### src/uicfl_pkg.sv
// Shared constants and state encodings for the UART interrupt, queue and line control block
package uicfl_pkg;
  // ****************************************
  // Register indices (byte address is four times the index)
  // ****************************************
  localparam logic [2:0] UICFL_IDX_HOLD = 3'h0;
  localparam logic [2:0] UICFL_IDX_ENABLE = 3'h1;
  localparam logic [2:0] UICFL_IDX_IDENT = 3'h2;
  localparam logic [2:0] UICFL_IDX_FORMAT = 3'h3;
  localparam logic [2:0] UICFL_IDX_LINE = 3'h5;
  localparam logic [2:0] UICFL_IDX_MODEM = 3'h6;
  // ****************************************
  // Identification codes
  // ****************************************
  localparam logic [3:0] UICFL_ID_LINE = 4'h6;
  localparam logic [3:0] UICFL_ID_TIMEOUT = 4'hC;
  localparam logic [3:0] UICFL_ID_RXDATA = 4'h4;
  localparam logic [3:0] UICFL_ID_TXEMPTY = 4'h2;
  localparam logic [3:0] UICFL_ID_MODEM = 4'h0;
  localparam logic [3:0] UICFL_ID_NONE = 4'h1;
  // ****************************************
  // Reset values
  // ****************************************
  localparam logic [3:0] UICFL_ENABLE_RST = 4'h0;
  localparam logic [4:0] UICFL_FORMAT_RST = 5'h00;
  localparam logic [1:0] UICFL_TRIG_RST = 2'h0;
  // ****************************************
  // Trigger levels and timing
  // ****************************************
  localparam logic [4:0] UICFL_TRIG_L0 = 5'h01;
  localparam logic [4:0] UICFL_TRIG_L1 = 5'h04;
  localparam logic [4:0] UICFL_TRIG_L2 = 5'h08;
  localparam logic [4:0] UICFL_TRIG_L3 = 5'h0E;
  localparam logic [3:0] UICFL_TICK_LAST = 4'hF;
  localparam logic [3:0] UICFL_HALF_LAST = 4'h7;
  localparam logic [5:0] UICFL_STOP1_LAST = 6'h0F;
  localparam logic [5:0] UICFL_STOP15_LAST = 6'h17;
  localparam logic [5:0] UICFL_STOP2_LAST = 6'h1F;
  localparam logic [6:0] UICFL_TIMEOUT_CHARS = 7'h04;
  localparam logic [6:0] UICFL_TIMEOUT_BITS = 7'h0C;
  // ****************************************
  // State encodings
  // ****************************************
  typedef enum logic [2:0] {
    UICFL_RX_IDLE = 3'b000,
    UICFL_RX_START = 3'b001,
    UICFL_RX_DATA = 3'b010,
    UICFL_RX_PAR = 3'b011,
    UICFL_RX_STOP = 3'b100,
    UICFL_RX_BRK = 3'b101
  } uicfl_rx_type;
  typedef enum logic [2:0] {
    UICFL_TX_IDLE = 3'b000,
    UICFL_TX_START = 3'b001,
    UICFL_TX_DATA = 3'b010,
    UICFL_TX_PAR = 3'b011,
    UICFL_TX_STOP = 3'b100
  } uicfl_tx_type;
endpackage : uicfl_pkg

### src/uicfl_uart.sv
// UART channel with interrupt priority, queue control, line format and APB registers
//
// Behaviour
// - Line state bits 0,1,5,6 show data present, overrun, holding and shifter empty.
// - Line state bits 2-4 show head byte errors; bit 7 any queued error.
// - Receive data interrupt on held byte, or queue at trigger level.
// - Transmit ready interrupt when holding empties, or at enable if empty.
// - Overrun raises line interrupt at once; byte errors when byte at head.
// - Any modem change flag raises modem interrupt when enabled.
// - Enable bits 7:4 read zero; all enables reset to zero.
// - Identification shows only highest pending source.
// - Codes 0110, 1100, 0100, 0010, 0000; none pending reads 0001.
// - Timeout after four characters plus twelve bits without queue activity.
// - Line interrupt cleared by line state read; modem by modem read.
// - Data interrupt clears below trigger; timeout clears on holding read.
// - Transmit ready cleared by identification read or holding write.
// - Identification bits 7:6 show queues enabled; bits 5:4 zero.
// - Queue control bit 0 enables queues and gates other bits.
// - Queue reset bits clear pointers and counts, then self clear.
// - Queue control bit 3 selects DMA behaviour of ready pins.
// - Trigger levels 1, 4, 8, 14; bits 5:4 reserved.
// - Format bits 1:0 select five to eight data bits.
// - Format bit 2 gives one, one and a half, or two stops.
// - Format bit 3 enables parity; bit 4 selects odd or even.
`timescale 1ns/100ps
`default_nettype none
module uicfl_uart #(
  parameter int TICK_DIV = 108,
  parameter int DEPTH = 16,
  parameter int AW = 4
) (
  input wire logic pclk,
  input wire logic presetn,
  input wire logic psel,
  input wire logic penable,
  input wire logic pwrite,
  input wire logic [7:0] paddr,
  input wire logic [31:0] pwdata,
  output logic [31:0] prdata,
  output logic pready,
  output logic pslverr,
  input wire logic rxd,
  output logic txd,
  input wire logic cts_n,
  input wire logic dsr_n,
  input wire logic ri_n,
  input wire logic cd_n,
  output logic irq,
  output logic transmit_ready_pin,
  output logic receive_ready_pin
);
  import uicfl_pkg::*;

  // ****************************************
  // State
  // ****************************************
  typedef struct packed {
    logic [31:0] prdata;
    logic pready;
    logic pslverr;
    logic txd;
    logic irq;
    logic transmit_ready_pin_n;
    logic receive_ready_pin_n;
    logic [3:0] interrupt_enable;
    logic fifo_en;
    logic dma;
    logic [1:0] trig;
    logic [4:0] character_format;
    logic [15:0] div_cnt;
    logic tick;
    logic rx_s1;
    logic rx_s2;
    logic [3:0] m_s1;
    logic [3:0] m_s2;
    logic [3:0] m_prev;
    logic [3:0] delta;
    uicfl_rx_type rx_st;
    logic [3:0] rx_tc;
    logic [2:0] rx_bc;
    logic [7:0] rx_sh;
    logic rx_acc;
    logic rx_zero;
    logic ov;
    logic err_ack;
    logic [DEPTH-1:0][10:0] rx_mem;
    logic [AW-1:0] rx_wp;
    logic [AW-1:0] rx_rp;
    logic [AW:0] rx_cnt;
    logic [3:0] to_tc;
    logic [6:0] to_bits;
    logic to_flag;
    uicfl_tx_type tx_st;
    logic [5:0] tx_tc;
    logic [2:0] tx_bc;
    logic [7:0] tx_sh;
    logic tx_par;
    logic [DEPTH-1:0][7:0] tx_mem;
    logic [AW-1:0] tx_wp;
    logic [AW-1:0] tx_rp;
    logic [AW:0] tx_cnt;
    logic thr_int;
    logic emp_d;
  } uicfl_state_type;

  uicfl_state_type s;
  uicfl_state_type n;

  logic [2:0] idx;
  logic bad;
  logic done;
  logic [AW:0] cap;
  logic [AW:0] lvl;
  logic [7:0] line_state;
  logic [7:0] modem_state;
  logic [3:0] code;
  logic [10:0] head;
  logic fifo_err;
  logic rx_pop;
  logic rx_push;
  logic tx_push;
  logic [2:0] wl_last;
  logic [3:0] frame;
  logic [6:0] to_lim;
  logic [5:0] stop_last;
  logic [10:0] rx_word;
  logic qc_write;

  function automatic logic [AW:0] uicfl_trig(input logic [1:0] t);
    case (t)
      2'h0: uicfl_trig = (AW+1)'(UICFL_TRIG_L0);
      2'h1: uicfl_trig = (AW+1)'(UICFL_TRIG_L1);
      2'h2: uicfl_trig = (AW+1)'(UICFL_TRIG_L2);
      default: uicfl_trig = (AW+1)'(UICFL_TRIG_L3);
    endcase
  endfunction : uicfl_trig

  function automatic logic uicfl_live(input logic [AW-1:0] i, input logic [AW-1:0] rp,
                                      input logic [AW:0] cnt);
    logic [AW-1:0] d;
    d = i - rp;
    uicfl_live = ((AW+1)'(d) < cnt);
  endfunction : uicfl_live

  // ****************************************
  // Status decode
  // ****************************************
  always_comb begin
    idx = paddr[4:2];
    bad = (paddr[7:5] != 3'h0) || (paddr[1:0] != 2'h0) || (idx == 3'h4) || (idx == 3'h7);
    done = psel && penable && s.pready;
    cap = s.fifo_en ? (AW+1)'(DEPTH) : (AW+1)'(1);
    lvl = uicfl_trig(s.trig);
    head = s.rx_mem[s.rx_rp];
    if (s.rx_cnt == '0) begin
      head = '0;
    end
    fifo_err = 1'b0;
    for (int i = 0; i < DEPTH; i++) begin
      if (uicfl_live(AW'(i), s.rx_rp, s.rx_cnt) && (s.rx_mem[i][10:8] != 3'h0)) begin
        fifo_err = 1'b1;
      end
    end
    line_state = {fifo_err, (s.tx_cnt == '0) && (s.tx_st == UICFL_TX_IDLE), s.tx_cnt == '0,
           head[10:8], s.ov, s.rx_cnt != '0};
    modem_state = {~s.m_s2[3], ~s.m_s2[2], ~s.m_s2[1], ~s.m_s2[0], s.delta};
    // Priority order of pending sources
    if (s.interrupt_enable[2] && (s.ov || ((head[10:8] != 3'h0) && !s.err_ack))) begin
      code = UICFL_ID_LINE;
    end else if (s.interrupt_enable[0] && s.to_flag) begin
      code = UICFL_ID_TIMEOUT;
    end else if (s.interrupt_enable[0] && (s.fifo_en ? (s.rx_cnt >= lvl) : (s.rx_cnt != '0))) begin
      code = UICFL_ID_RXDATA;
    end else if (s.interrupt_enable[1] && s.thr_int) begin
      code = UICFL_ID_TXEMPTY;
    end else if (s.interrupt_enable[3] && (s.delta != 4'h0)) begin
      code = UICFL_ID_MODEM;
    end else begin
      code = UICFL_ID_NONE;
    end
    wl_last = {1'b1, s.character_format[1:0]};
    frame = 4'h7 + {2'b00, s.character_format[1:0]} + {3'b000, s.character_format[3]} + {3'b000, s.character_format[2]};
    to_lim = 7'(frame) * UICFL_TIMEOUT_CHARS + UICFL_TIMEOUT_BITS;
    if (!s.character_format[2]) begin
      stop_last = UICFL_STOP1_LAST;
    end else if (s.character_format[1:0] == 2'h0) begin
      stop_last = UICFL_STOP15_LAST;
    end else begin
      stop_last = UICFL_STOP2_LAST;
    end
  end

  // ****************************************
  // Next state
  // ****************************************
  always_comb begin
    n = s;
    rx_pop = 1'b0;
    rx_push = 1'b0;
    tx_push = 1'b0;
    qc_write = 1'b0;
    rx_word = '0;
    // APB slave: answer in the first access cycle
    n.pready = psel && !penable && !s.pready;
    if (psel && !penable && !s.pready) begin
      n.pslverr = bad;
      n.prdata = 32'h00000000;
      case (idx)
        UICFL_IDX_HOLD: n.prdata = {24'h000000, head[7:0]};
        UICFL_IDX_ENABLE: n.prdata = {28'h0000000, s.interrupt_enable};
        UICFL_IDX_IDENT: n.prdata = {24'h000000, {2{s.fifo_en}}, 2'b00, code};
        UICFL_IDX_FORMAT: n.prdata = {27'h0000000, s.character_format};
        UICFL_IDX_LINE: n.prdata = {24'h000000, line_state};
        UICFL_IDX_MODEM: n.prdata = {24'h000000, modem_state};
        default: n.prdata = 32'h00000000;
      endcase
    end
    if (done && !bad) begin
      if (pwrite) begin
        case (idx)
          UICFL_IDX_HOLD: begin
            tx_push = (s.tx_cnt != cap);
            n.thr_int = 1'b0;
          end
          UICFL_IDX_ENABLE: n.interrupt_enable = pwdata[3:0];
          UICFL_IDX_IDENT: qc_write = 1'b1;
          UICFL_IDX_FORMAT: n.character_format = pwdata[4:0];
          default: n.interrupt_enable = s.interrupt_enable;
        endcase
      end else begin
        case (idx)
          UICFL_IDX_HOLD: rx_pop = (s.rx_cnt != '0);
          UICFL_IDX_IDENT: begin
            if (code == UICFL_ID_TXEMPTY) begin
              n.thr_int = 1'b0;
            end
          end
          UICFL_IDX_LINE: begin
            n.ov = 1'b0;
            n.err_ack = 1'b1;
          end
          UICFL_IDX_MODEM: n.delta = 4'h0;
          default: n.ov = s.ov;
        endcase
      end
    end
    // Tick divider for sixteen samples per bit
    n.tick = 1'b0;
    n.div_cnt = s.div_cnt + 16'h0001;
    if (s.div_cnt == 16'(TICK_DIV - 1)) begin
      n.div_cnt = 16'h0000;
      n.tick = 1'b1;
    end
    // Synchronisers and modem change flags
    n.rx_s1 = rxd;
    n.rx_s2 = s.rx_s1;
    n.m_s1 = {cd_n, ri_n, dsr_n, cts_n};
    n.m_s2 = s.m_s1;
    n.m_prev = s.m_s2;
    n.delta[0] = n.delta[0] | (s.m_s2[0] ^ s.m_prev[0]);
    n.delta[1] = n.delta[1] | (s.m_s2[1] ^ s.m_prev[1]);
    n.delta[2] = n.delta[2] | (s.m_s2[2] & ~s.m_prev[2]);
    n.delta[3] = n.delta[3] | (s.m_s2[3] ^ s.m_prev[3]);
    // Receiver
    case (s.rx_st)
      UICFL_RX_IDLE: begin
        if (!s.rx_s2) begin
          n.rx_st = UICFL_RX_START;
          n.rx_tc = 4'h0;
        end
      end
      UICFL_RX_START: begin
        if (s.tick) begin
          n.rx_tc = s.rx_tc + 4'h1;
          if (s.rx_tc == UICFL_HALF_LAST) begin
            n.rx_st = s.rx_s2 ? UICFL_RX_IDLE : UICFL_RX_DATA;
            n.rx_tc = 4'h0;
            n.rx_bc = 3'h0;
            n.rx_acc = 1'b0;
            n.rx_zero = 1'b1;
          end
        end
      end
      UICFL_RX_DATA: begin
        if (s.tick) begin
          n.rx_tc = s.rx_tc + 4'h1;
          if (s.rx_tc == UICFL_TICK_LAST) begin
            n.rx_sh = {s.rx_s2, s.rx_sh[7:1]};
            n.rx_acc = s.rx_acc ^ s.rx_s2;
            n.rx_zero = s.rx_zero & !s.rx_s2;
            n.rx_bc = s.rx_bc + 3'h1;
            if (s.rx_bc == wl_last) begin
              n.rx_st = s.character_format[3] ? UICFL_RX_PAR : UICFL_RX_STOP;
            end
          end
        end
      end
      UICFL_RX_PAR: begin
        if (s.tick) begin
          n.rx_tc = s.rx_tc + 4'h1;
          if (s.rx_tc == UICFL_TICK_LAST) begin
            n.rx_acc = s.rx_acc ^ s.rx_s2;
            n.rx_zero = s.rx_zero & !s.rx_s2;
            n.rx_st = UICFL_RX_STOP;
          end
        end
      end
      UICFL_RX_STOP: begin
        if (s.tick) begin
          n.rx_tc = s.rx_tc + 4'h1;
          if (s.rx_tc == UICFL_TICK_LAST) begin
            rx_word[7:0] = 8'(s.rx_sh >> (2'h3 - s.character_format[1:0]));
            rx_word[8] = s.character_format[3] && (s.rx_acc == s.character_format[4]);
            rx_word[9] = !s.rx_s2;
            rx_word[10] = !s.rx_s2 && s.rx_zero;
            rx_push = 1'b1;
            n.rx_st = rx_word[10] ? UICFL_RX_BRK : UICFL_RX_IDLE;
          end
        end
      end
      UICFL_RX_BRK: begin
        if (s.rx_s2) begin
          n.rx_st = UICFL_RX_IDLE;
        end
      end
      default: n.rx_st = UICFL_RX_IDLE;
    endcase
    // Receive queue
    if (rx_push && (s.rx_cnt == cap) && !rx_pop) begin
      n.ov = 1'b1;
      rx_push = 1'b0;
    end
    if (rx_push) begin
      n.rx_mem[s.rx_wp] = rx_word;
      n.rx_wp = s.rx_wp + 1'b1;
    end
    if (rx_pop) begin
      n.rx_rp = s.rx_rp + 1'b1;
      n.to_flag = 1'b0;
    end
    if (rx_pop || (rx_push && (s.rx_cnt == '0))) begin
      n.err_ack = 1'b0;
    end
    n.rx_cnt = s.rx_cnt + (AW+1)'(rx_push) - (AW+1)'(rx_pop);
    // Receive timeout timer
    if (rx_push || rx_pop || !s.fifo_en || (s.rx_cnt == '0)) begin
      n.to_tc = 4'h0;
      n.to_bits = 7'h00;
    end else if (s.tick && !s.to_flag) begin
      n.to_tc = s.to_tc + 4'h1;
      if (s.to_tc == UICFL_TICK_LAST) begin
        n.to_bits = s.to_bits + 7'h01;
        if (s.to_bits + 7'h01 >= to_lim) begin
          n.to_flag = 1'b1;
        end
      end
    end
    // Transmitter
    case (s.tx_st)
      UICFL_TX_IDLE: begin
        if (s.tx_cnt != '0) begin
          n.tx_sh = s.tx_mem[s.tx_rp];
          n.tx_rp = s.tx_rp + 1'b1;
          n.tx_st = UICFL_TX_START;
          n.tx_tc = 6'h00;
        end
      end
      UICFL_TX_START: begin
        if (s.tick) begin
          n.tx_tc = s.tx_tc + 6'h01;
          if (s.tx_tc == 6'(UICFL_TICK_LAST)) begin
            n.tx_st = UICFL_TX_DATA;
            n.tx_tc = 6'h00;
            n.tx_bc = 3'h0;
            n.tx_par = 1'b0;
          end
        end
      end
      UICFL_TX_DATA: begin
        if (s.tick) begin
          n.tx_tc = s.tx_tc + 6'h01;
          if (s.tx_tc == 6'(UICFL_TICK_LAST)) begin
            n.tx_tc = 6'h00;
            n.tx_sh = {1'b0, s.tx_sh[7:1]};
            n.tx_par = s.tx_par ^ s.tx_sh[0];
            n.tx_bc = s.tx_bc + 3'h1;
            if (s.tx_bc == wl_last) begin
              n.tx_st = s.character_format[3] ? UICFL_TX_PAR : UICFL_TX_STOP;
            end
          end
        end
      end
      UICFL_TX_PAR: begin
        if (s.tick) begin
          n.tx_tc = s.tx_tc + 6'h01;
          if (s.tx_tc == 6'(UICFL_TICK_LAST)) begin
            n.tx_tc = 6'h00;
            n.tx_st = UICFL_TX_STOP;
          end
        end
      end
      UICFL_TX_STOP: begin
        if (s.tick) begin
          n.tx_tc = s.tx_tc + 6'h01;
          if (s.tx_tc == stop_last) begin
            n.tx_st = UICFL_TX_IDLE;
          end
        end
      end
      default: n.tx_st = UICFL_TX_IDLE;
    endcase
    if (tx_push) begin
      n.tx_mem[s.tx_wp] = pwdata[7:0];
      n.tx_wp = s.tx_wp + 1'b1;
    end
    n.tx_cnt = s.tx_cnt + (AW+1)'(tx_push)
               - (AW+1)'((s.tx_st == UICFL_TX_IDLE) && (s.tx_cnt != '0));
    // Transmit ready flag: set wins over clear
    n.emp_d = (s.tx_cnt == '0);
    if ((s.tx_cnt == '0) && !s.emp_d) begin
      n.thr_int = 1'b1;
    end
    if ((s.tx_cnt == '0) && n.interrupt_enable[1] && !s.interrupt_enable[1]) begin
      n.thr_int = 1'b1;
    end
    // Queue control write
    if (qc_write) begin
      n.fifo_en = pwdata[0];
      if (pwdata[0]) begin
        n.dma = pwdata[3];
        n.trig = pwdata[7:6];
      end
      if ((pwdata[0] && pwdata[1]) || (pwdata[0] != s.fifo_en)) begin
        n.rx_wp = '0;
        n.rx_rp = '0;
        n.rx_cnt = '0;
        n.to_flag = 1'b0;
      end
      if ((pwdata[0] && pwdata[2]) || (pwdata[0] != s.fifo_en)) begin
        n.tx_wp = '0;
        n.tx_rp = '0;
        n.tx_cnt = '0;
      end
    end
    // Line outputs and ready pins
    case (n.tx_st)
      UICFL_TX_START: n.txd = 1'b0;
      UICFL_TX_DATA: n.txd = n.tx_sh[0];
      UICFL_TX_PAR: n.txd = n.tx_par ^ ~s.character_format[4];
      default: n.txd = 1'b1;
    endcase
    n.irq = (code != UICFL_ID_NONE);
    if (s.dma) begin
      n.receive_ready_pin_n = !((s.rx_cnt >= lvl) || s.to_flag) || (s.rx_cnt == '0);
      n.transmit_ready_pin_n = (s.tx_cnt == cap);
    end else begin
      n.receive_ready_pin_n = (s.rx_cnt == '0);
      n.transmit_ready_pin_n = (s.tx_cnt != '0);
    end
  end

  // ****************************************
  // Registers
  // ****************************************
  always_ff @(posedge pclk or negedge presetn) begin
    if (!presetn) begin
      s <= '0;
      s.txd <= 1'b1;
      s.receive_ready_pin_n <= 1'b1;
      s.interrupt_enable <= UICFL_ENABLE_RST;
      s.character_format <= UICFL_FORMAT_RST;
      s.trig <= UICFL_TRIG_RST;
      s.rx_s1 <= 1'b1;
      s.rx_s2 <= 1'b1;
      s.m_s1 <= 4'hF;
      s.m_s2 <= 4'hF;
      s.m_prev <= 4'hF;
      s.emp_d <= 1'b1;
    end else begin
      s <= n;
    end
  end

  assign prdata = s.prdata;
  assign pready = s.pready;
  assign pslverr = s.pslverr;
  assign txd = s.txd;
  assign irq = s.irq;
  assign transmit_ready_pin = s.transmit_ready_pin_n;
  assign receive_ready_pin = s.receive_ready_pin_n;
endmodule : uicfl_uart
`default_nettype wire

### config.mk
export PLATFORM = sky130hd
export DESIGN_NAME = uicfl_uart
export DESIGN_NICKNAME = d
export VERILOG_FILES = /design/src/uicfl_pkg.sv /design/src/uicfl_uart.sv
export SDC_FILE = /design/constraint.sdc
export NUM_CORES = 1
export LEC_CHECK = 0
export ABC_AREA = 1
export BUFFER_PORTS_ARGS = -buffer_cell sky130_fd_sc_hd__buf_2
export CAP_MARGIN = 20
export CORE_MARGIN = 4
export CORE_UTILIZATION = 50
export CTS_CLUSTER_DIAMETER = 120
export DETAILED_ROUTE_END_ITERATION = 12
export GPL_ROUTABILITY_DRIVEN = 0
export PLACE_DENSITY = 0.69
export REMOVE_ABC_BUFFERS = 1
export SLEW_MARGIN = 20
export SYNTH_ARGS = -nofsm -noshare
export SYNTH_HDL_FRONTEND = slang
export SYNTH_SLANG_ARGS = --single-unit
### constraint.sdc
create_clock -name pclk -period 3.11 [get_ports pclk]
set_clock_uncertainty 0.05 [all_clocks]
set_input_delay 0.4665 -clock pclk [delete_from_list [all_inputs] [get_ports pclk]]
set_output_delay 0.4665 -clock pclk [all_outputs]
set_load 0.03 [all_outputs]
-- Word level (Yosys, flattened, before mapping)
Index checks and enable logic that the tools add are counted.
- $add $sub $neg: 36
- order comparisons: 24
- equality and inequality tests: 57
- shift operators: 1
- mux-type cells: 134
- bitwise gates (word level): 18
- reductions and logical operators: 124
- operators by type and width (cell ; number):
    bitwise mux 176 bit ; 1
    bitwise mux 128 bit ; 1
    less-than comparator 4 x 5 -> 1 bit ; 16
    two-way mux 11 bit ; 7
    two-way mux 13 bit ; 5
    nonzero test 3 bit ; 20
    two-way mux 1 bit ; 49
    case mux 8 bit (6 select lines) ; 1
    binary-select mux 11 bit (select 4 bit) ; 1
    demux 11 bit (select 4 bit) ; 1
    two-way mux 4 bit ; 11
    logical AND 1 bit ; 42
    two-way mux 21 bit ; 2
    two-way mux 12 bit ; 3
    two-way mux 9 bit ; 4
    inequality test 2 bit, second input constant ; 18
    binary-select mux 8 bit (select 4 bit) ; 1
    demux 8 bit (select 4 bit) ; 1
    two-way mux 8 bit ; 4
    subtractor 4 bit, first input constant ; 8
    two-way mux 3 bit ; 10
    case mux 6 bit (5 select lines) ; 1
    adder 4 x 1 -> 4 bit, second input constant ; 6
    equality test 3 x 2 -> 1 bit, second input constant ; 8
    other kinds (69) ; 173
- register bits after elaboration: 473
- output and inout port bits: 38

-- Logic depth before layout (Yosys ltp)
Gate-level depths: netlist of the first run.
- word-level depth: 20
- depth in mapped cells: 21

-- Worst setup path before layout of the first run
Ideal clock, no wire load.
- path kind: reg-to-reg
- start: reg s[179] (netlist name)
- end: reg s[180] (netlist name)
- library setup time: 0.131 ns
- data arrival time: 3.141 ns
- setup slack: -0.212 ns
- stages on the path, launching flop included: 20
- path buffers: 1
- path through: dfrtp_1 > inv_1 > ha_1 > nand2_1 > nor2_2 > nor2_4 > nand2_2 > nor2_4 > nor2_2 > nor2_8 > buf_12 > inv_2 > ha_1 > ha_1 > fa_1 > nand2_1 > a21oi_1 > nor2_1 > xor2_1 > nor2_1
- RTL lines (item ; line ; source):
    from (decl) ; uicfl_uart.sv:106 ; uicfl_state_type s;
    from (signal assigned) ; uicfl_uart.sv:480 ; s <= n;

==> run summary, run 1 <==
The tool flagged a number of max-cap violations equal to 0. Counting flops with an async set or reset pin after synthesis yields a share of 100.0%. The flow ran to the end, and the final reports show no timing, DRC or antenna violations. The total count of hold-check failures in the final report was 0. Most common flop cell mapped by yosys: dfrtp_1. TritonCTS built the clock tree. The tools report the number of global-route vias before repair as 19024. The floorplan step defined a die boundary enclosing 50120 sq um.

The slowest stage of the critical path belongs to the cell fa_1. The proportion of layout cells with a drive suffix above 1 is 10.23%, and the number of H-tree levels is 2. The critical path is of the flip-flop to flip-flop type.

The worst setup path is captured at a flip-flop. The tools report the static power due to leakage as 0.01240 uW. The HPWL after detailed placement is 41.09 mm. The power density over the cells was 513.0 nW/um^2; the number of placement rows was 78. The first routing iteration left 2106 violations.

Maximum single-stage delay on the critical path: 520 ps. The number of diodes is 0. Counting both buffers and inverters, the worst setup path holds a total of 3. After synthesis, the mean cell area works out to 8.220 sq um.

Derived from the worst setup path, the maximum achievable clock frequency is 331.1 MHz. In the post-synthesis netlist, the cell with the most instances is nand2_1. Setup repair after global routing could not meet its margin everywhere. The run gives 0 as the count of final max-slew check failures. Setup violations remaining at the end of the flow were counted as 0. The clock network latency to the later pin of the worst-skew pair is 600 ps, and the total length of routed wires is 60.75 mm.

The run gives 0 ps as the final setup TNS. Synthesis-stage register bit count: 449. The number of vias in the routed layout is 19545, and the met3 global-route usage is 3.630%. Sorting the synthesized cells by area gives the leading types as dfrtp_1 46%, nand2_1 10%, o21ai_0 7.7%. In this run, distinct cell masters in the synthesized netlist total 62. The number of antenna violations at the first check in global routing came out at 0. At the placement stage, the worst setup path has a slack of -2.653 ps. The class of the tightest hold or removal check is input pin to flip-flop. The slack of the critical path came out at 89.63 ps.

Broken down by cell family, the worst path's largest delay share belongs to adder cells. For the arrival time of data at the critical path endpoint, the log shows 3460 ps. Summed over all layers, the global routing overflow is 0. Data on the critical path is required at its endpoint by 3550 ps. The initial cell density of the core is 50.91%, and the number of synthesized flops with an enable pin is 0.

Floorplan die width: 223.9 microns. Summed over all instances, the cell type with the most area after synthesis is dfrtp_1. Counting I/O delays and the setup requirement, the final critical path takes 3020 ps. The number of clock buffers inserted by TritonCTS was 48.

After layout, the worst path uses 97.12% of the clock period. VDD sags by at most 0.4590 mV. The signal on the critical path passes through inv_2 -> ha_4 -> inv_2 -> ha_4 -> fa_1 -> inv_1 -> ha_1 -> ha_1 -> a21boi_1 -> o21a_1 -> o21a_1 -> o21ai_1 -> a21oi_1 -> a21oi_1 -> nor2_1. Global routing used 39.72% of the available met2 tracks. The region available for standard cell placement spans 45770 sq um.

Using the TritonRoute via totals, the vias-per-cell ratio works out to 5.581. Average wire per cell in the routed design: 17.35 microns. Final hold analysis gives a worst-case slack of 88.34 ps. The share of synthesized area in the top cell type comes to 46.39%. Once detail routing completed, the nets flagged for antenna violations numbered 0. In this run the tool buffered the top-level ports with 39 buffer cells.

The most crowded layer after global routing was met2. The tools report the area of placed instances as 24160 sq um. The global-route wire length before repair came out at 100.3 mm.

Sorting the synthesized cells by how often they occur yields 632 x nand2_1, 432 x dfrtp_1, 358 x o21ai_0. Summing all non-filler instances in the final layout gives an area of 26000 sq um. The run gives 88 as the top-level I/O count. Sequential elements use 48.31% of the synthesized area. The clock transition at the registers of the reported paths came out at 60 ps. At the pin with the least slew margin, the transition time is 765.8 ps. For this run, the total global-route usage over all layers was measured as 24.28%. After the last flow step, the layout net total stands at 2992. The logs give 6 for the first-pass iteration count of the detailed router and 3 for the buffer levels on the longest clock path. For the post-synthesis cell area, the log shows 23300 sq um. Counting every instance in the synthesized netlist gives 2835. The cell sitting at the root of the clock tree is a clkbuf_16. The count of warnings emitted by yosys came out at 0.

STA classifies the critical path startpoint as a flip-flop. Along the worst path, the maximum fanout reaches 2. For this run, global-route usage on met1 was measured as 33.49%. The die is 223.9 microns tall. For the pin count of the biggest net entering global routing, the log shows 93.

The headroom to the max-slew limit is 48.89%, and the clock net sink count is 449. The area growth from synthesis to layout is 11.59%, and the number of DRC violations after detailed routing is 0.
==> power breakdown <==
group | internal, uW | switching [uW] | total [uW] | leakage (uW)
sequential | 5920 | 53.6 | 5970 | 0.00598
combinational | 419 | 840 | 1260 | 0.00558
clock | 3640 | 2470 | 6110 | 0.000837
==> state kept, by name (all words and copies together) (netlist names) <==
name,count
pslverr,1
pready,1
n,9
modem_state,4
receive_ready_pin,1
irq,1
prdata,8
txd,1
line_state,1
s,421
transmit_ready_pin,1
==> per-layer routing <==
| metal | wire [microns] | share of wire (%) |
|---|---|---|
| met2 | 28610 | 47 |
| met1 | 26330 | 43 |
| met5 | 0 | 0 |
| met3 | 3970 | 6.5 |
| met4 | 1833 | 3.0 |
==> worst paths after layout <==
check                      startpoint                 to  slack (ps)  cells past startpoint
max                            s[425]             s[164]          90                     15
min                         pwdata[2]             s[433]          90                      3
max reg2reg                    s[425]             s[164]          90                     15
min reg2reg                    n[403]             s[403]         300                      0
max in group asynchronous     presetn  receive_ready_pin        1710                      3
min in group asynchronous     presetn             s[286]         440                      2
==> kinds of logic after synthesis <==
kind of cell / after synthesis / synth area share, %
multiplexers: 12 / 0.5155
AO/OA/AOI/OAI: 681 / 16.23
flip-flops: 449 / 48.31
other: 1 / 0.01609
adder cells (fa/ha/maj): 80 / 4.392
buffers and inverters: 446 / 8.204
AND/OR/NAND/NOR: 1127 / 20.87
XOR/XNOR: 39 / 1.466
==> worst register-to-register path, stage by stage, from the launching register on <==
cell and delay, ps:
dfrtp_1 350, inv_2 60, ha_4 260, inv_2 40
ha_4 150, fa_1 520, inv_1 50, ha_1 270
ha_1 280, a21boi_1 130, o21a_1 170, o21a_1 160
o21ai_1 130, a21oi_1 80, a21oi_1 140, nor2_1 60
==> cell type report <==
type | instances | area, sq um
multi-input cells | 1963 | 10260
inverters | 271 | 1020
well taps | 600 | 750.7
repair buffers | 129 | 1021
clock buffers | 65 | 1345
clock inverters | 25 | 342.8
flip-flops and latches | 449 | 11260
fillers | 4041 | 19770
==> metrics by stage <==
step | total power (uW) | std cells | util [%]
2_1_floorplan | 6859 | 2683 | -
3_3_place_gp | 7257 | 3399 | 52.79
3_5_place_dp | 7311 | 3399 | 52.79
4_1_cts | 13450 | 3497 | 56.65
5_1_grt | 13870 | 3502 | 56.81
6_report | 13340 | 3502 | 56.81
==> placed cells by master, fill, tap and decap left out, drive strengths merged, types with 19 or more instances in the layout <==
| cell | Yosys | final |
|---|---|---|
| nand4 | 51 | 51 |
| inv | 266 | 269 |
| conb | 1 | 24 |
| nor2 | 284 | 284 |
| nand2 | 648 | 648 |
| o221ai | 19 | 19 |
| clkbuf | 72 | 65 |
| ha | 77 | 77 |
| nor3 | 24 | 24 |
| dfrtp | 432 | 432 |
| buf | 103 | 123 |
| nand3 | 102 | 102 |
| a21oi | 44 | 44 |
| o21ai | 505 | 505 |
| clkinv | 5 | 19 |
| o22ai | 42 | 42 |
| xor2 | 27 | 27 |
| o32ai | 19 | 19 |
==> repair_timing <==
item / CTS / global route
hold endpoints to repair: 73 / 0
endpoints found under the setup margin: 1 / 3
buffers inserted: 2 / 5
hold buffers: 6 / 0
resized for setup: 1 / 10
pin swaps: 0 / 8
Note: power is estimated with default switching activity, not from simulation.
==> run 2: changes to the inputs <==
- ABC_AREA: 1 -> default
==> run summary, run 2 <==
s holds more flip-flops than any other register. The class of the tightest hold or removal check was input pin to flip-flop. The element type at the critical path end is a flip-flop. The most common cell in the synthesized netlist is dfrtp_1. The number of vias in the routed layout was 15059 (-23%); the port buffer count was 39 (unchanged). For the total count of hold-check failures in the final report, the log shows 0 (unchanged). Leaving out fill and tap cells, the most frequent cell in the layout is dfrtp_1.

By startpoint and endpoint, the worst setup path is classified as flip-flop to flip-flop. Number of DRC violations after detailed routing: 0 (unchanged). The count of buffering cells on the critical path with inverters included was 3 (unchanged); the number of global-route vias before repair was 15632 (-18%). The worst hold path stage count works out to 3 (unchanged).

The number of cells in the design after placement was 2493 (-27%). The area of the die was 49780 sq um (-0.68%); the count of final max-slew check failures was 0 (unchanged). The count of warnings emitted by yosys is 0 (unchanged), and the global-route wire length before repair is 87.40 mm (-13%).

The post-synthesis instance total came out at 1868 (-34%). For the top-level I/O count, the log shows 88 (unchanged). The critical path goes through buf_4 -> ha_1 -> a21oi_1 -> xnor2_1 -> inv_1 -> ha_1 -> o31ai_1 -> a22o_1 -> or4_4 -> nor4b_4 -> buf_4 -> o31ai_1.

The post-synthesis cell area is 23140 sq um (-0.70%). The pin count of the biggest net entering global routing came out at 89 (-4.3%). After synthesis, the cell types taking the most area are dfrtp_1 47%, mux2_2 13%, mux4_2 9.1%.

The synthesis-stage register bit count is 449 (unchanged), and the maximum fanout along the worst path is 7 (+5). The tools report the slack of the critical path as 87.37 ps (-2.264 ps). The worst hold path begins at paddr[6]. The tools report the worst voltage drop across the vdd grid as 0.4533 mV (-1.2%). Among all flip-flop cells after synthesis, the most frequent one is dfrtp_1. The number of non-filler instances in the completed layout was 2589 (-26%); the clock network latency to the later pin of the worst-skew pair was 600 ps (about the same). By count the netlist is led by 432 x dfrtp_1, 267 x mux2_2, 138 x nand2_1. The via count normalized by instance count is 5.817 (+4.2%).

The height of the die works out to 223.1 microns (-0.34%). The floorplan die width was 223.1 microns (-0.34%). The number of synthesized flops with an enable pin came out at 0 (unchanged). The tools report the setup slack at placement as -296.0 ps (-293.3 ps).

The headroom to the max-slew limit came out at 50.20% (+1.3 points). The number of H-tree levels is 2 (unchanged). The endpoint identified for the worst register-to-register timing path is prdata[7]. The buffer levels on the longest clock path is 3 (unchanged).

The proportion of layout cells with a drive suffix above 1 is 33.28% (+23 points). The share of the clock period used by the worst path after layout was 97.19% (about the same). In the layout the commonest cells are 427 x dfrtp_1, 267 x mux2_2, 137 x nand2_1. The final setup TNS was 0 ps (unchanged); the number of DRC markers after the initial detailed-route iteration was 1085 (-48%). The number of violations of the max-capacitance limit is 0 (unchanged). Number of placement rows: 78 (unchanged).

The number of nets at the end of the flow is 2080 (-30%), and the maximum single-stage delay on the critical path is 550 ps (+30 ps). The tools report the smallest hold slack as 173.4 ps (+85.06 ps). The slowest stage of the critical path belongs to the cell or4_4.

TritonCTS built the clock tree. The transition time at the pin with the least slew margin is 745.5 ps (-20.24 ps), and the final setup violation count is 0 (unchanged). Number of diodes: 0 (unchanged). The achievable frequency came out at 330.8 MHz (about the same). Number of antenna violations at the first check in global routing: 0 (unchanged). In this run the critical register-to-register path is launched from s[182]. The number of clock buffers inserted by TritonCTS was 48 (unchanged). The worst setup path is launched from a flip-flop. The worst-case reg-to-reg path depth was 12 (-3); the power density over the cells was 505.6 nW/um^2 (-1.4%). For the number of library cell types mapped by synthesis, the log shows 84 (+35%). The area growth from synthesis to layout is 13.50%. The flip-flop count of the largest register after layout came out at 421 (unchanged). Clock transition at the registers of the reported paths: 60 ps (about the same). The sequential area share after synthesis is 48.65% (+0.34 points). The top cell family by delay on the critical path was simple AND/OR/NAND/NOR gates. Synthesized area per cell: 12.39 sq um (+51%).

The run gives 37.29 mm (-9.3%) as the estimated wirelength of the detail-placed design. The global-route congestion overflow total was 0 (unchanged). The average wire per cell in the routed design is 21.06 microns (+21%).

Summed over all instances, the cell type with the most area after synthesis is dfrtp_1. The logs give 45580 sq um (-0.43%) for the core area and 50.77% (-0.14 points) for the initial cell density of the core. CTS placed an instance of clkbuf_16 at the clock tree root. For the overall routing resource usage, the log shows 21.98% (-2.3 points). First-pass iteration count of the detailed router: 6 (unchanged). The run gives 90 ps (about the same) as the register-to-register setup slack. The end point of the worst hold path is pslverr. The proportion of netlist area held by the largest area contributor is 46.72% (+0.33 points). Clock net sink count: 449 (unchanged). Antenna violation net count after detailed routing: 0 (unchanged). The flow ran to the end, and the final reports show no timing, DRC or antenna violations. The proportion of synthesized flip-flops having asynchronous set or reset is 100.0% (unchanged). The arrival time of data at the critical path endpoint was 3420 ps (-40 ps); the minimum clock period after layout was 3023 ps (+2.264 ps). The run gives 54.52 mm (-10%) as the total length of routed wires.

For the static power due to leakage, the log shows 0.01240 uW (about the same). The required time of the worst setup path is 3510 ps (-40 ps).
[run 2: worst reg2reg max path, stage by stage (launching register included)]
cell	delay (ps)
dfrtp_2	470
buf_4	170
ha_1	190
a21oi_1	160
xnor2_1	190
inv_1	80
ha_1	280
o31ai_1	60
a22o_1	200
or4_4	550
nor4b_4	270
buf_4	160
o31ai_1	50
[run 2: worst max path at each step]
| stage | to | startpoint | cells past startpoint | slack [ps] |
|---|---|---|---|---|
| floorplan | s[180] | s[179] | 15 | -1310 |
| global placement | s[180] | paddr[5] | 14 | -210 |
| detailed placement | s[180] | paddr[5] | 14 | -300 |
| CTS | prdata[7] | s[182] | 14 | 4 |
| global route | s[180] | s[179] | 15 | -40 |
| finish | prdata[7] | s[182] | 12 | 90 |
[run 2: final cells by class]
type	count	area, sq um
clock buffers	69	1410
clock inverters	20	311.5
fillers	3606	19310
inverters	69	261.5
multi-input cells	1233	10990
flip-flops and latches	449	11270
well taps	600	750.7
repair buffers	149	1275
[run 2: timing repair]
action,4_1_cts,5_1_grt
hold endpoints to repair,69,0
cloned,0,0
buffers inserted,0,1
gates resized for setup,7,11
hold buffers,6,0
pin swaps,0,5
endpoints found under the setup margin,1,6
[run 2: logic make-up (layout without fill, tap and decap cells)]
| family | Yosys count | after routing | share of synthesized area [%] |
|---|---|---|---|
| adders and majority gates | 80 | 80 | 4.423 |
| xor gates and xnor gates | 66 | 66 | 2.498 |
| DFF | 449 | 449 | 48.65 |
| muxes | 376 | 376 | 22.77 |
| and+or+nand+nor | 430 | 430 | 10.20 |
| AOI/OAI and AO/OA | 257 | 257 | 6.905 |
| buffers and inverters | 209 | 307 | 4.542 |
| other | 1 | 24 | 0.01621 |
[run 2: per-layer routing]
layer | routed length (microns) | vias up | part of all wire, % | GRT usage [%]
li1 | - | 6846 | - | -
met1 | 24170 | 7753 | 44 | 30.50
met2 | 25870 | 364 | 47 | 35.59
met3 | 2825 | 96 | 5.2 | 3.829
met4 | 1657 | 0 | 3.0 | 7.139
met5 | 0 | - | 0 | 0
[run 2: report_power, final]
group	total [uW]	switching (uW)	leakage [uW]	internal, uW
registers	6000	81.0	0.00608	5920
logic	1110	712	0.00547	396
clock network	6170	2420	0.000850	3750
total	13300	3220	0.0124	10100
[run 2: metrics by stage]
step	area, sq um	power (uW)	utilization [%]
after floorplan	22430	6739	-
after global placement	24400	7158	53.54
after detailed placement	24400	7201	53.54
after CTS	26210	13410	57.51
after global routing	26260	13790	57.62
final	26260	13280	57.62
==> run 3: changes to the inputs <==
- CORE_UTILIZATION: 50 -> 51
- PLACE_DENSITY: 0.69 -> 0.7
- RECOVER_POWER: default -> 25
==> run summary, run 3 (synthesized netlist as in run 2, its figures left out) <==
The height of the die was 221 microns (-0.95%); the utilization of the core after routing was 58.84% (+1.2 points). The area occupied by registers was 11270 sq um (unchanged); the total count of hold-check failures in the final report was 0 (unchanged). The cell type of the slowest stage on the worst timing path is or4_4.

The tools report the required time of the worst setup path as 3520 ps (about the same). For the number of non-filler instances in the completed layout, the log shows 2578 (-0.42%). The count of buffering cells on the critical path with inverters included came out at 3 (unchanged).

The signal on the critical path passes through buf_12 -> buf_4 -> nor2b_1 -> or2_2 -> ha_1 -> nor3b_1 -> o211ai_1 -> or4_4 -> nor4b_4 -> buf_4 -> o31ai_1. The tools report the number of vias in the routed layout as 15120 (+0.41%). The critical path in this run is classified as flip-flop to flip-flop. Largest register by flop count: s. Transition time at the pin with the least slew margin: 2011 ps (+1265 ps). The run gives 53.75 mm (-1.4%) as the total length of routed wires. Floorplan die width: 221 microns (-0.95%). Most common cell after layout, fill and taps aside: dfrtp_1. For the buffer levels on the longest clock path, the log shows 3 (unchanged).

The final reports fail on capacitance limit, slew limit. The tools report the clock tree root driver cell as clkbuf_16. The share of the clock period used by the worst path after layout is 97.70% (+0.51 points). The number of violations of the max-capacitance limit was 1 (+1); the number of DRC markers after the initial detailed-route iteration was 1220 (+12%). The global-route wire length before repair was 86.36 mm (-1.2%). The cell type with the highest occurrence count on the critical path is buf_4. The tools report the element type at the critical path end as a flip-flop. TritonCTS built the clock tree. The number of placement rows was 77 (-1.3%). The tools report the static power due to leakage as 0.01234 uW (-0.48%). The tools report the number of cells in the design after placement as 2477 (-0.64%). The logs give 21.85% (-0.13 points) for the overall routing resource usage and 49 (+2.1%) for the number of clock buffers inserted by TritonCTS. Clock transition at the registers of the reported paths: 60 ps (about the same). The port buffer count came out at 39 (unchanged). Broken down by cell family, the worst path's largest delay share belongs to simple AND/OR/NAND/NOR gates. The flow ran to the end, but the final reports show violations. The arrival time of data at the critical path endpoint is 3450 ps (+30 ps), and the core area is 44510 sq um (-2.3%). In the layout the commonest cells are 427 x dfrtp_1, 267 x mux2_2, 138 x nand2_1. The clock network latency to the later pin of the worst-skew pair is 600 ps (about the same). The number of nets at the end of the flow came out at 2075 (-0.24%). The initial cell density of the core came out at 51.98% (+1.2 points).

The estimated wirelength of the detail-placed design was 36.93 mm (-0.97%); the number of H-tree levels was 2 (unchanged). The proportion of layout cells with a drive suffix above 1 is 32.48% (-0.81 points). The antenna violation net count after detailed routing is 0 (unchanged), and the area of placed instances is 24380 sq um (about the same). Startpoint class of the critical path: a flip-flop.

The final setup TNS is 0 ps (unchanged), and the number of diodes is 0 (unchanged). The final setup violation count was 0 (unchanged). The run gives 15316 (-2.0%) as the number of global-route vias before repair. The first-pass iteration count of the detailed router was 5 (-1); the area of the die was 48840 sq um (-1.9%). The final-layout fill cell count came out at 3494 (-3.1%).

The worst voltage drop across the vdd grid is 0.3684 mV (-19%), and the global-route congestion overflow total is 0 (unchanged). The logs give 449 (unchanged) for the clock net sink count and 0 (unchanged) for the number of antenna violations at the first check in global routing. The flip-flop count of the largest register after layout was 421 (unchanged); the maximum fanout along the worst path was 9 (+2). The post-layout instance area was 26190 sq um (-0.27%); the count of final max-slew check failures was 61 (+61). The average wire per cell in the routed design was 20.85 microns (-0.99%). The multi-input logic area was 10970 sq um (-0.18%); the achievable frequency was 329.1 MHz (-0.52%). The maximum single-stage delay on the critical path is 460 ps (-90 ps), and the number of DRC violations after detailed routing is 0 (unchanged). The top-level I/O count was 88 (unchanged); the minimum clock period after layout was 3038 ps (+15.78 ps).

The power density over the cells is 499.1 nW/um^2 (-1.3%). The tools report the pin count of the biggest net entering global routing as 67 (-25%). Class of the tightest hold or removal check: input pin to flip-flop.

The area growth from synthesis to layout is 13.19%. The via count normalized by instance count came out at 5.865 (+0.83%). Headroom to the max-slew limit: -34.05% (-84 points).
==> run 3: cell types whose count changed in the layout (fill, tap and decap cells not counted), moves of 3 or more <==
cell | before | now
clkinvlp_4 | 1 | 4
buf_12 | 18 | 23
bufinv_16 | 7 | 4
dfstp_2 | 17 | 11
clkbuf_8 | 13 | 10
dfstp_1 | 0 | 6
clkinv_2 | 8 | 12
buf_4 | 85 | 74
clkbuf_1 | 8 | 12
==> run 3: timing repair <==
action / in CTS / in global routing
endpoints found under the hold margin: 62 / 0
resized for setup: 4 / 11
hold buffers: 6 / 0
gates cloned: 0 / 0
setup buffers: 2 / 1
endpoints found under the setup margin: 1 / 5
pin swaps: 0 / 3
==> run 3: worst min-delay path: cells and delay by family <==
family / cells / cell delay (ps)
AOI/OAI and AO/OA: 1 / 120
and+or+nand+nor: 1 / 50
buffers and inverters: 1 / 120
==> run 3: cell type report <==
type | instances | share of cell area (%)
Clock buffer | 69 | 5.350
Inverter | 69 | 0.9889
Sequential cell | 449 | 43.01
Multi-Input combinational cell | 1233 | 41.88
Clock inverter | 23 | 1.056
Tap cell | 592 | 2.828
Timing Repair Buffer | 143 | 4.887
==> run 3: power by group <==
part | switching [uW] | internal [uW]
clock | 2450 | 3510
combinational | 715 | 398
sequential | 79.1 | 5920
total | 3250 | 9820
==> run 3: path summary, 6_finish.rpt <==
path	slack (ps)	cells after the start	to	from
max	70	11	prdata[7]	s[183]
min	150	3	pslverr	paddr[6]
max reg2reg	70	11	prdata[7]	s[183]
min reg2reg	310	0	s[403]	n[403]
max in group asynchronous	710	3	s[77]	presetn
min in group asynchronous	910	2	s[298]	presetn
==> run 3: metal layers <==
metal | GRT usage (%) | vias up | share of wire, %
li1 | - | 6838 | -
met2 | 35.85 | 372 | 48
met1 | 30.83 | 7808 | 45
met4 | 5.798 | 0 | 2.4
met3 | 3.393 | 102 | 4.7
met5 | 0 | - | 0
==> run 3: stage by stage <==
| stage | hold slack [ps] | power [uW] | setup WS (ps) |
|---|---|---|---|
| 3_3_place_gp | 295.9 | 7156 | -208.9 |
| 2_1_floorplan | 120.9 | 6739 | -1306 |
| 3_5_place_dp | 298.1 | 7194 | -295.8 |
| 5_1_grt | 161.9 | 13590 | -7.568 |
| 6_report | 154.2 | 13070 | 71.59 |
| 4_1_cts | 133.5 | 13200 | 58.89 |
